$ cat config.mk
export PLATFORM = sky130hd
export DESIGN_NAME = cpx_clock_prescaler
export DESIGN_NICKNAME = d
export VERILOG_FILES = /design/src/rtl/cpx_pkg.sv /design/src/rtl/cpx_clock_prescaler.sv
export SDC_FILE = /design/constraint.sdc
export NUM_CORES = 1
export LEC_CHECK = 0
export BUFFER_PORTS_ARGS = -buffer_cell sky130_fd_sc_hd__buf_2
export CAP_MARGIN = 20
export CORE_MARGIN = 5
export CORE_UTILIZATION = 52
export DETAILED_ROUTE_END_ITERATION = 6
export GPL_ROUTABILITY_DRIVEN = 1
export PLACE_DENSITY = 0.85
export SKIP_CTS_REPAIR_TIMING = 1
export SLEW_MARGIN = 20
export SYNTH_ARGS = -nofsm -noshare
export SYNTH_HDL_FRONTEND = slang
export SYNTH_SLANG_ARGS = --single-unit
$ cat constraint.sdc
create_clock -name sys_clk_i -period 2.6 [get_ports sys_clk_i]
set_input_delay 0.13 -clock sys_clk_i [delete_from_list [all_inputs] [get_ports sys_clk_i]]
set_output_delay 0.13 -clock sys_clk_i [all_outputs]
set_load 0.005 [all_outputs]
$ cat src/rtl/cpx_pkg.sv
// Overview of operation
// - reset loads reload value all ones; clocks run at oscillator over two unless the strap selects double speed.
// - reset selects main oscillator; clock output follows undivided oscillator.
// - any reload value is writable; cpu and peripheral clocks share it.
// - reload zero gives oscillator over 1020 standard, over 510 double speed.
// - reload all ones gives oscillator over two standard, undivided double speed.
// - other reloads divide by 2x(255-reload) double speed, 4x standard.
// - divide-by-two stage feeds the core; double speed mode bypasses it.
// - machine cycle is six core ticks: 12 oscillator periods standard, 6 double speed at reload all ones.
// - double speed bit takes effect only on crystal-over-two rising edge.
// - reset loads double speed bit from hardware configuration byte.
// - peripheral speed bits act only while double speed mode is on.
// - watchdog bit clear gives 6 periods per cycle, set gives 12.
// - control register at 8Fh, bit 0 mode, bits 1-6 peripherals.
// - timer, serial, counter array bits: clear 6 periods, set 12.
package cpx_pkg;

  localparam logic [7:0] CPX_ADDR_SPEED   = 8'h8f;
  localparam logic [7:0] CPX_ADDR_RELOAD  = 8'h97;
  localparam logic [6:0] CPX_SPEED_RESET  = 7'h00;
  localparam logic [7:0] CPX_RELOAD_RESET = 8'hff;
  localparam logic [7:0] CPX_RELOAD_MAX   = 8'hff;
  localparam logic [7:0] CPX_RELOAD_TERM  = 8'hfe;
  localparam logic [7:0] CPX_RDATA_IDLE   = 8'h00;
  localparam int         CPX_X2_POS       = 0;
  localparam int         CPX_PERIPH_LSB   = 1;
  localparam int         CPX_PERIPH_N     = 6;
  localparam int         CPX_WDOG_POS     = 6;
  localparam int         CPX_TIMER0_POS   = 1;
  localparam logic [2:0] CPX_MC_LAST      = 3'h5;
  localparam logic       CPX_SRC_MAIN     = 1'b0;

  typedef struct packed {
    logic       xtal_meta;
    logic       xtal_sync;
    logic       xtal_prev;
    logic       half_div;
    logic       x2_act;
    logic       pre_phase;
    logic       per_phase;
    logic       strap_done;
    logic       clk_sel;
    logic       osc_en;
    logic       cpu_en;
    logic       mc_en;
    logic [5:0] per_en;
    logic [2:0] mc_cnt;
    logic [6:0] speed;
    logic [7:0] reload;
    logic [7:0] pre_cnt;
    logic [7:0] rdata;
  } cpx_state_type;

endpackage

$ cat src/rtl/cpx_clock_prescaler.sv
// The strobed register port was left to the implementer.
`timescale 1ns/100ps
`default_nettype none
module cpx_clock_prescaler #(
  parameter int unsigned HCB_X2_BIT = 0
) (
  input  wire logic       sys_clk_i,
  input  wire logic       rst_b_i,
  input  wire logic       crystal_input_i,
  input  wire logic [7:0] hardware_config_byte_i,
  input  wire logic [7:0] reg_addr_i,
  input  wire logic [7:0] reg_wdata_i,
  input  wire logic       reg_wr_i,
  input  wire logic       reg_rd_i,
  output logic      [7:0] reg_rdata_o,
  output logic            cpu_clk_en_o,
  output logic      [5:0] periph_clk_en_o,
  output logic            machine_cycle_en_o,
  output logic            clock_out_en_o,
  output logic            clock_source_select_o,
  output logic            double_speed_active_o
);
  import cpx_pkg::*;

  if (HCB_X2_BIT > 7) begin : g_bad_hcb
    $error("HCB_X2_BIT must address a bit of the configuration byte");
  end

  logic          rst_meta;
  logic          rst_n;
  cpx_state_type st;
  cpx_state_type nx;
  logic          osc_tick;
  logic          half_rise;
  logic          src_tick;
  logic          bypass;
  logic          cpu_tick;

  function automatic logic addr_hit(input logic [7:0] a, input logic [7:0] t);
    addr_hit = (a == t);
  endfunction

  // reset release synchroniser
  always_ff @(posedge sys_clk_i or negedge rst_b_i) begin
    if (!rst_b_i) begin
      rst_meta <= 1'b0;
      rst_n    <= 1'b0;
    end else begin
      rst_meta <= 1'b1;
      rst_n    <= rst_meta;
    end
  end

  always_comb begin
    nx           = st;
    nx.xtal_meta = crystal_input_i;
    nx.xtal_sync = st.xtal_meta;
    nx.xtal_prev = st.xtal_sync;
    osc_tick     = st.xtal_sync & ~st.xtal_prev;
    half_rise    = osc_tick & ~st.half_div;
    if (osc_tick) begin
      nx.half_div = ~st.half_div;
    end
    // mode change waits for the half-rate rising edge
    if (half_rise) begin
      nx.x2_act = st.speed[CPX_X2_POS];
    end
    // divider bypassed in double speed mode
    src_tick = st.x2_act ? osc_tick : half_rise;
    bypass   = (st.reload == CPX_RELOAD_MAX);
    cpu_tick = 1'b0;
    if (bypass) begin
      nx.pre_cnt = CPX_RDATA_IDLE;
      cpu_tick   = src_tick;
    end else if (src_tick) begin
      if (st.pre_cnt == CPX_RDATA_IDLE) begin
        // half period of 255-reload source ticks
        nx.pre_cnt   = CPX_RELOAD_TERM - st.reload;
        nx.pre_phase = ~st.pre_phase;
        cpu_tick     = st.pre_phase;
      end else begin
        nx.pre_cnt = st.pre_cnt - 8'h01;
      end
    end
    nx.cpu_en = cpu_tick;
    nx.mc_en  = cpu_tick & (st.mc_cnt == CPX_MC_LAST);
    if (cpu_tick) begin
      // six core ticks per machine cycle
      nx.mc_cnt    = nx.mc_en ? 3'h0 : st.mc_cnt + 3'h1;
      nx.per_phase = ~st.per_phase;
    end
    for (int k = 0; k < CPX_PERIPH_N; k++) begin
      // set bit halves the rate, only in double speed
      nx.per_en[k] = cpu_tick & (~st.x2_act | ~st.speed[CPX_PERIPH_LSB + k]
                     | st.per_phase);
    end
    nx.osc_en = osc_tick & (st.clk_sel == CPX_SRC_MAIN);
    // strap capture on the first cycle after release
    if (!st.strap_done) begin
      nx.strap_done         = 1'b1;
      nx.speed[CPX_X2_POS]  = hardware_config_byte_i[HCB_X2_BIT];
    end
    if (reg_wr_i) begin
      if (addr_hit(reg_addr_i, CPX_ADDR_SPEED)) begin
        nx.speed = reg_wdata_i[6:0];
      end
      if (addr_hit(reg_addr_i, CPX_ADDR_RELOAD)) begin
        nx.reload = reg_wdata_i;
      end
    end
    nx.rdata = CPX_RDATA_IDLE;
    if (reg_rd_i) begin
      if (addr_hit(reg_addr_i, CPX_ADDR_SPEED)) begin
        nx.rdata = {1'b0, st.speed};
      end else if (addr_hit(reg_addr_i, CPX_ADDR_RELOAD)) begin
        nx.rdata = st.reload;
      end
    end
  end

  always_ff @(posedge sys_clk_i or negedge rst_n) begin
    if (!rst_n) begin
      st         <= '0;
      st.speed   <= CPX_SPEED_RESET;
      st.reload  <= CPX_RELOAD_RESET;
      st.clk_sel <= CPX_SRC_MAIN;
    end else begin
      st <= nx;
    end
  end

  assign reg_rdata_o           = st.rdata;
  assign cpu_clk_en_o          = st.cpu_en;
  assign periph_clk_en_o       = st.per_en;
  assign machine_cycle_en_o    = st.mc_en;
  assign clock_out_en_o        = st.osc_en;
  assign clock_source_select_o = st.clk_sel;
  assign double_speed_active_o = st.x2_act;

  // checking helpers
  logic [9:0] gap;
  logic       gap_ok;
  logic [2:0] mc_gap;
  logic       mc_ok;
  logic [9:0] ratio;

  assign ratio = {1'b0, CPX_RELOAD_MAX - st.reload, 1'b0};

  always_ff @(posedge sys_clk_i or negedge rst_n) begin
    if (!rst_n) begin
      gap    <= 10'h000;
      gap_ok <= 1'b0;
      mc_gap <= 3'h0;
      mc_ok  <= 1'b0;
    end else begin
      if (cpu_tick) begin
        gap    <= 10'h000;
        gap_ok <= 1'b1;
      end else if (src_tick) begin
        gap <= gap + 10'h001;
      end
      if (nx.reload != st.reload || nx.x2_act != st.x2_act) begin
        gap_ok <= 1'b0;
      end
      if (cpu_clk_en_o && machine_cycle_en_o) begin
        mc_gap <= 3'h0;
        mc_ok  <= 1'b1;
      end else if (cpu_clk_en_o) begin
        mc_gap <= mc_gap + 3'h1;
      end
    end
  end

  // oscillator ticks seen since the last source tick
  logic [1:0] osc_since;
  logic       src_seen;

  always_ff @(posedge sys_clk_i or negedge rst_n) begin
    if (!rst_n) begin
      osc_since <= 2'h0;
      src_seen  <= 1'b0;
    end else begin
      if (src_tick) begin
        osc_since <= 2'h0;
        src_seen  <= 1'b1;
      end else if (osc_tick && osc_since != 2'h3) begin
        osc_since <= osc_since + 2'h1;
      end
    end
  end
endmodule
`default_nettype wire

* Yosys cells after proc, flatten, opt, wreduce, memory -nomap -nowiden
Cells that the tools add are included.
** Word-level totals
- Register bits :: 53
- Input bits :: 29
** Cells by class
- Add/sub/neg operators :: 3
- Eq/ne operators :: 4
- Mux-type cells :: 15
- Bitwise gates (word level) :: 33
- Reductions and logical operators :: 5
** Operators by type and width (number)
- $mux 8 :: 7
- $eq 8x8->1 const B :: 3
- $not 1->1 :: 12
- $or 1x1->1 :: 12
- $and 1x1->1 :: 9
- $mux 9 :: 1
- $logic_not 8->1 :: 1
- $sub 8x1->8 const B :: 1
- $sub 8x8->8 const A :: 1
- $mux 1 :: 6
- $reduce_and 2->1 :: 2
- $add 3x1->3 const B :: 1
- $eq 3x3->1 const B :: 1
- $mux 3 :: 1
- $reduce_and 3->1 :: 1
- $reduce_bool 2->1 :: 1

* Logic depth before layout (Yosys ltp)
Gate-level depths: netlist (run 1).
- Depth after elaboration :: 8
- Gate-level depth with buffers :: 8
- Depth with buffers taken out :: 7

* Least setup slack after synthesis (run 1)
Ideal clock, no wire load.
- Kind :: reg-to-reg
- Start point :: register st[8] (netlist bit)
- End point :: register st[12] (netlist bit)
- Library setup time :: 0.094 ns
- Arrival time :: 1.649 ns
- Required time :: 2.506 ns
- Setup slack :: 0.857 ns
- Cell stages (with the launch flop) :: 8
- Buffers on the path :: 0
- Path through :: dfrtp_1 -> inv_1 -> ha_1 -> or4b_4 -> nor2_1 -> mux2i_1 -> a21oi_1 -> a211oi_1
** Between the ends
- Longest elaborated chain between the ends :: 4
- Elaborated cells between the ends (all ways) :: 5
- Classes of those cells :: add/sub: 1; mux: 3; reduce/logical: 1
** RTL lines
- from (decl) :: line cpx_clock_prescaler.sv:31 : cpx_state_type st;
- from (signal assigned) :: line cpx_clock_prescaler.sv:128 : st <= nx;
- $sub 8x1->8 or $logic_not 8->1 (tied branches) :: line cpx_clock_prescaler.sv:82, cpx_clock_prescaler.sv:76
- $mux 8 * :: line cpx_clock_prescaler.sv:76 : if (st.pre_cnt == CPX_RDATA_IDLE) begin
- $mux 8 * :: line cpx_clock_prescaler.sv:75 : end else if (src_tick) begin
- $mux 8 * :: line cpx_clock_prescaler.sv:72 : if (bypass) begin
Every way passes the cells marked *; elsewhere a longest branch is shown, timed or not. The select of a mux whose other input is x is not followed.
A chain may end at the register's enable or synchronous reset.

* Final worst setup path (run 1)
- Start point :: register st[8] (netlist bit)
- End point :: register st[32] (netlist bit)
** Between the ends
- Longest elaborated chain between the ends :: 6
** RTL lines
- $logic_not 8->1 * :: line cpx_clock_prescaler.sv:76
- $mux 1 * :: line cpx_clock_prescaler.sv:76
- $mux 1 * :: line cpx_clock_prescaler.sv:75
- $mux 1 * :: line cpx_clock_prescaler.sv:72
- named net cpu_tick :: line cpx_clock_prescaler.sv:37 : logic cpu_tick;
- $and 1x1->1 :: line cpx_clock_prescaler.sv:86 : nx.mc_en = cpu_tick & (st.mc_cnt == CPX_MC_LAST);
- $mux 3 :: line cpx_clock_prescaler.sv:89 : nx.mc_cnt = nx.mc_en ? 3'h0 : st.mc_cnt + 3'h1;
Mark *: on every way through the listed nets, which the timed path passes. The rest lies on a longest branch.

==> flow_summary.toml, run 1 <==
[timing]
hold_viol = 0
fmax_mhz = 501
finalCritPeriodShare_pct = 76.7
setup_violations = 0
drv_slew = 0
worst_pin_slew_ns = 0.613
period_needed_ns = 1.99
fin_setup_tns_ns = 0
relSlewSlack_pct = 59.1
rsz0062_at_grt = "no"
skew_ns = 0.00276

[worst_setup_path]
path_class = "reg2reg"
cp-end-kind = "flip-flop"
critPathRequiredTime_ns = 2.82
cp_cell_sequence = "inv_1, ha_1, nor4b_4, and3_2, o21ai_2, inv_1, o21ai_0"
cpMostUsedCell = "inv_1"
slowest_stage = "o21ai_2"
start_kind = "flip-flop"
slowest_delay_ns = 0.49
arrival_ns = 2.21
worst-path-max-fanout = 13

[global_route]
grt_pass1_vias = 1725
grt_pass1_wl_um = 7710
grt_max_degree = 49
antenna_found_initial = 0
track_usage_pct = 15.9
grt_overflow = 0

[route]
wl_met2_um = 2360
wl_per_cell_um = 15.9
vias_per_cell = 5.71
ant_nets = 0
wl_met1_um = 1950
vias = 1689
firstDrtPassIters = 4
drtIter0Drc = 79
drcViolationCount = 0
wirelength_um = 4710
met3_length_um = 289
top_layer_used = "met4"

[yosys]
yosysTopAreaCell = "dfrtp_1"
synthCells = 206
avgSynthCellArea_um2 = 12.0
synth_top_area_share_pct = 45.5
ys_ff_latch = 53
synth_enable_flop_cells = 0
yosysSeqAreaShare_pct = 54.0
synth_warnings = 0
yosys-top-cells-count = "45 x dfrtp_1, 16 x buf_4, 15 x mux2_2, 14 x a21oi_1, 12 x nor2_1"
synth.most_common_cell = "dfrtp_1"
async_flop_share_pct = 100
synth_area_mm2 = 0.00247
synthDistinctLibCells = 45
synthFlopType = "dfrtp_1"
synth.area.top_cells = "dfrtp_1 46%, dfstp_2 8.5%, mux2_2 6.8%"

[floorplanning]
core_mm2 = 0.00466
die_w_um = 79.0
die_area_mm2 = 0.00623
die-height_um = 79.0
start_util_pct = 53.0
fp-row-count = 25
pin_count = 48

[finish]
nNetsFinal = 275
fin_cells = 296
num_antenna_cells = 0
area_growth_pct = 11.6
drive_gt1_share_pct = 35.5

[clock_tree]
numCtsBuffers = 5
clkSlewWorstSetupHoldPaths_ns = 0.09
clockBufferDepth = 2
cts_tree = "done"
clk_latency_ns = 0.30
clock-root-buffer = "clkbuf_8"
cts_sinks = 53
h-tree-depth = 2

[pwr]
peakVddDrop_uv = 541
power_density_mw_per_mm2 = 689
p_leak_nw = 1.37

[place]
gp_routability_congestion = 0.811
dp_cells = 285
post-dp-hpwl_um = 3480
port_buffers = 39

[run]
maxCapViolCount = 0

[hold_path]
hold_path.class = "in2reg"

[status]
status = "completed"
-- flip-flops by register name, indices dropped and copies added (netlist names) --
signal	cells
st	31
reg_rdata_o	8
periph_clk_en_o	6
nx	2
clock_out_en_o	1
cpu_clk_en_o	1
double_speed_active_o	1
machine_cycle_en_o	1
rst_meta	1
rst_n	1
-- worst paths after layout --
| path | from | to | slack, ns | cells past startpoint |
|---|---|---|---|---|
| min reg2reg | rst_n$_DFF_PN0_ | reg_rdata_o[0]$_DFF_PN0_ | 0.18 | 0 |
| max reg2reg | st[8]$_DFFE_PN0P_ | st[32]$_DFFE_PN0P_ | 0.61 | 7 |
| min in group asynchronous | rst_b_i | rst_meta$_DFF_PN0_ | 0.13 | 2 |
| max | st[8]$_DFFE_PN0P_ | st[32]$_DFFE_PN0P_ | 0.61 | 7 |
| min | reg_wdata_i[7] | st[23]$_DFFE_PN1P_ | 0.06 | 2 |
| max in group asynchronous | rst_n$_DFF_PN0_ | st[18]$_DFFE_PN1P_ | 1.73 | 2 |
-- through the flow --
stage               setup slack [ns]  cell area, um^2  total power, mW  util [%]  hold WS [ns]
floorplan                      0.857             2480             1.33         -        -0.166
global placement               0.724             2630             1.42      56.5       -0.0854
detailed placement             0.647             2630             1.45      56.5       -0.0773
CTS                            0.623             2720             1.90      58.3        -0.412
global route                   0.473             2760             2.01      59.2        0.0520
finish                         0.605             2760             1.90      59.2        0.0627
-- cell type report --
type                       instances  area [um^2]
inverter                           8         30.0
multi-input combinational        128          980
timing repair buffer              45          258
fill                             372         1900
sequential                        53         1340
clock inverter                     2         13.8
clock buffer                       6         72.6
tap                               54         67.6
-- layer usage --
layer / track usage, % / up-vias
met5: 0 / -
met4: 6.36 / 0
met3: 4.99 / 13
met2: 26.7 / 53
met1: 19.0 / 835
li1: - / 788
-- critical path: cells and delay by family (launching register included) --
family	cells	cell delay, ns
AOI/OAI and AO/OA	2	0.71
DFF	1	0.40
buffers and inverters	2	0.23
adders and majority gates	1	0.22
and+or+nand+nor	2	0.36
-- power breakdown --
part	internal, mW	switching (mW)	total, mW	leakage, nW
Clock	0.192	0.262	0.454	0.0456
Sequential	0.925	0.130	1.05	0.660
Combinational	0.173	0.219	0.392	0.667
Total	1.29	0.610	1.90	1.37
-- cells in the final DEF (no fill, tap or decap), types with 5 or more instances in the layout --
master / count
clkbuf_8: 5
inv_1: 8
xnor2_1: 5
mux2_2: 15
buf_2: 39
o21ai_0: 8
a22o_1: 7
dfrtp_1: 44
a21oi_1: 14
dfstp_2: 8
nand2_1: 7
ha_1: 5
nor2_1: 12
-- cell families after synthesis --
kind of cell | synth area share (%)
flip-flops | 54.0
AND/OR/NAND/NOR | 14.2
AO/OA/AOI/OAI | 11.2
buffers and inverters | 6.48
multiplexers | 8.45
XOR/XNOR | 2.83
adder cells (fa/ha/maj) | 2.53
other | 0.304
No activity file was read; power rests on OpenSTA's default activity.
==> run 2, diff against run 1 <==
CORE_UTILIZATION = 49   (was 52)
PLACE_DENSITY = 0.84   (was 0.85)
clock period = 1.6 ns   (was 2.6 ns; I/O delays follow)
==> run 2 against run 1 <==
The flow now finishes with violations (negative setup slack); global-route usage is 1.6 points higher; clock skew is 0.016 ns higher; via count is 9.0% higher; register-to-register slack worse by 0.75 ns; sequential cell count stayed put; sequential power is 60% higher; cell area is 15% higher; non-clock buffer count is 31 higher; maximum frequency is 14% higher; routed wire length is 23% higher; clock-buffer cell count is 1 lower; critical endpoint is now st[12]$_DFFE_PN0P_; largest power group unchanged.
==> flow_summary.toml, run 2 (same netlist as run 1, synthesis figures left out) <==
[status]
status = "finished with violations"
violations = "negative setup slack"

[pwr]
power_switching_mw = 1.20
internal_power_mw = 2.37
swShare_pct = 33.6
power_density_mw_per_mm2 = 1120
pwr-share-comb_pct = 31.0
seq_power_share_pct = 47.1
power_mw = 3.57
peakVddDrop_uv = 861
p_leak_nw = 1.54
clkPwrFrac_pct = 21.8

[place]
post-place-ws_ns = -0.162
port_buffers = 39
post-dp-hpwl_um = 3760
gp_routability_congestion = 0.858

[worst_setup_path]
path_class = "reg2reg"
reg2reg_from = "st[8]$_DFFE_PN0P_"
worst-path-max-fanout = 2
cp-end-kind = "flip-flop"
start_kind = "flip-flop"
arrival_ns = 1.97
rrSetupSlack_ns = -0.14
critPathRequiredTime_ns = 1.83
startpoint = "st[8]$_DFFE_PN0P_"

[timing]
hold_viol = 0
whs_ns = 0.00189
worst_pin_slew_ns = 0.625
setup_violations = 12
setup_ws_ns = -0.143
finalCritPeriodShare_pct = 109
period_needed_ns = 1.74
drv_slew = 0
rsz0062_at_grt = "yes"
relSlewSlack_pct = 58.2
fmax_mhz = 574
skew_ns = 0.0184

[global_route]
grt_pass1_wl_um = 8720
grt_pass1_vias = 1891
antenna_found_initial = 0
grt_overflow = 0
track_usage_pct = 17.5
grt_max_degree = 52

[clock_tree]
clockBufferDepth = 2
clk_latency_ns = 0.32
h-tree-depth = 2
numCtsBuffers = 5
clkSlewWorstSetupHoldPaths_ns = 0.11
clock-root-buffer = "clkbuf_8"
cts_tree = "done"
cts_sinks = 53

[floorplanning]
die_w_um = 81.0
die_area_mm2 = 0.00657
die-height_um = 81.0
start_util_pct = 51.3
core_mm2 = 0.00482
fp-row-count = 25
pin_count = 48

[finish]
num-fill-cells = 357
num_antenna_cells = 0
nNetsFinal = 307
final_cell_mix = "44 x dfrtp_1, 39 x buf_2, 28 x buf_4, 14 x mux2_2, 11 x nor2_1"
utilization_pct = 66.0
area_growth_pct = 28.5
largest_reg_flops = 31
final_common_cell = "dfrtp_1"
drive_gt1_share_pct = 51.8
regMostFlops = "st"

[route]
ant_nets = 0
wl_met1_um = 2470
vias = 1841
drtIter0Drc = 103
wl_per_cell_um = 17.1
met3_length_um = 257
drcViolationCount = 0
firstDrtPassIters = 4
wirelength_um = 5820
wl_met2_um = 2930
vias_per_cell = 5.40
top_layer_used = "met4"

[hold_path]
hold_start = "reg_wdata_i[6]"
hold_path.class = "in2reg"

[run]
maxCapViolCount = 0
## run 2: changes by cell type in the layout (fill, tap and decap cells not counted), moves of 3 or more
| cell | change |
|---|---|
| buf_6 | +6 |
| o21ai_0 | -4 |
| inv_2 | +3 |
| inv_1 | -3 |
| o21ai_1 | +3 |
| a21oi_1 | -7 |
| buf_4 | +25 |
| a21oi_2 | +7 |
## run 2: power by group through the flow
stage | clock [mW] | combinational (mW) | sequential [mW]
global route | 0.859 | 1.20 | 1.70
floorplan | 0 | 0.452 | 1.71
finish | 0.779 | 1.11 | 1.68
CTS | 0.788 | 0.863 | 1.66
detailed placement | 0 | 0.862 | 1.69
global placement | 0 | 0.826 | 1.68
## run 2: final timing paths
path	endpoint	depth (start not counted)
worst min register to register	periph_clk_en_o[5]$_DFF_PN0_	1
min in group asynchronous	rst_n$_DFF_PN0_	2
worst max register to register	st[12]$_DFFE_PN0P_	7
worst max-delay path	st[12]$_DFFE_PN0P_	7
worst min-delay path	st[30]$_DFFE_PN0P_	2
max in group asynchronous	st[22]$_DFFE_PN1P_	1
## run 2: stage by stage
step	cell area, um^2	TNS, ns	cells
after floorplan	2490	-0.243	207
after detailed placement	2860	-1.28	323
final	3180	-0.843	341
after CTS	2950	-1.57	331
after global routing	3180	-1.87	341
after global placement	2860	-0.395	323
## run 2: final cells by class
type                    instances  area, um^2  area share (%)
well taps                      67        83.8            2.64
flip-flops and latches         53        1340            42.1
clock inverters                 3        25.0           0.787
inverters                       8        30.0           0.945
repair buffers                 76         513            16.1
multi-input cells             129        1120            35.2
clock buffers                   5        68.8            2.17
## run 2: critical path: stages (launching register included)
cell and delay [ns]:
dfrtp_1 0.39, inv_2 0.08, ha_4 0.13, or4b_4 0.49
nor2_4 0.10, mux2i_1 0.19, a21oi_1 0.08, a211oi_1 0.21
## run 2: metal layers
| layer | vias up | GRT usage (%) |
|---|---|---|
| met2 | 54 | 28.1 |
| met3 | 15 | 3.66 |
| met5 | - | 0 |
| met4 | 0 | 9.12 |
| met1 | 918 | 22.2 |
| li1 | 854 | - |
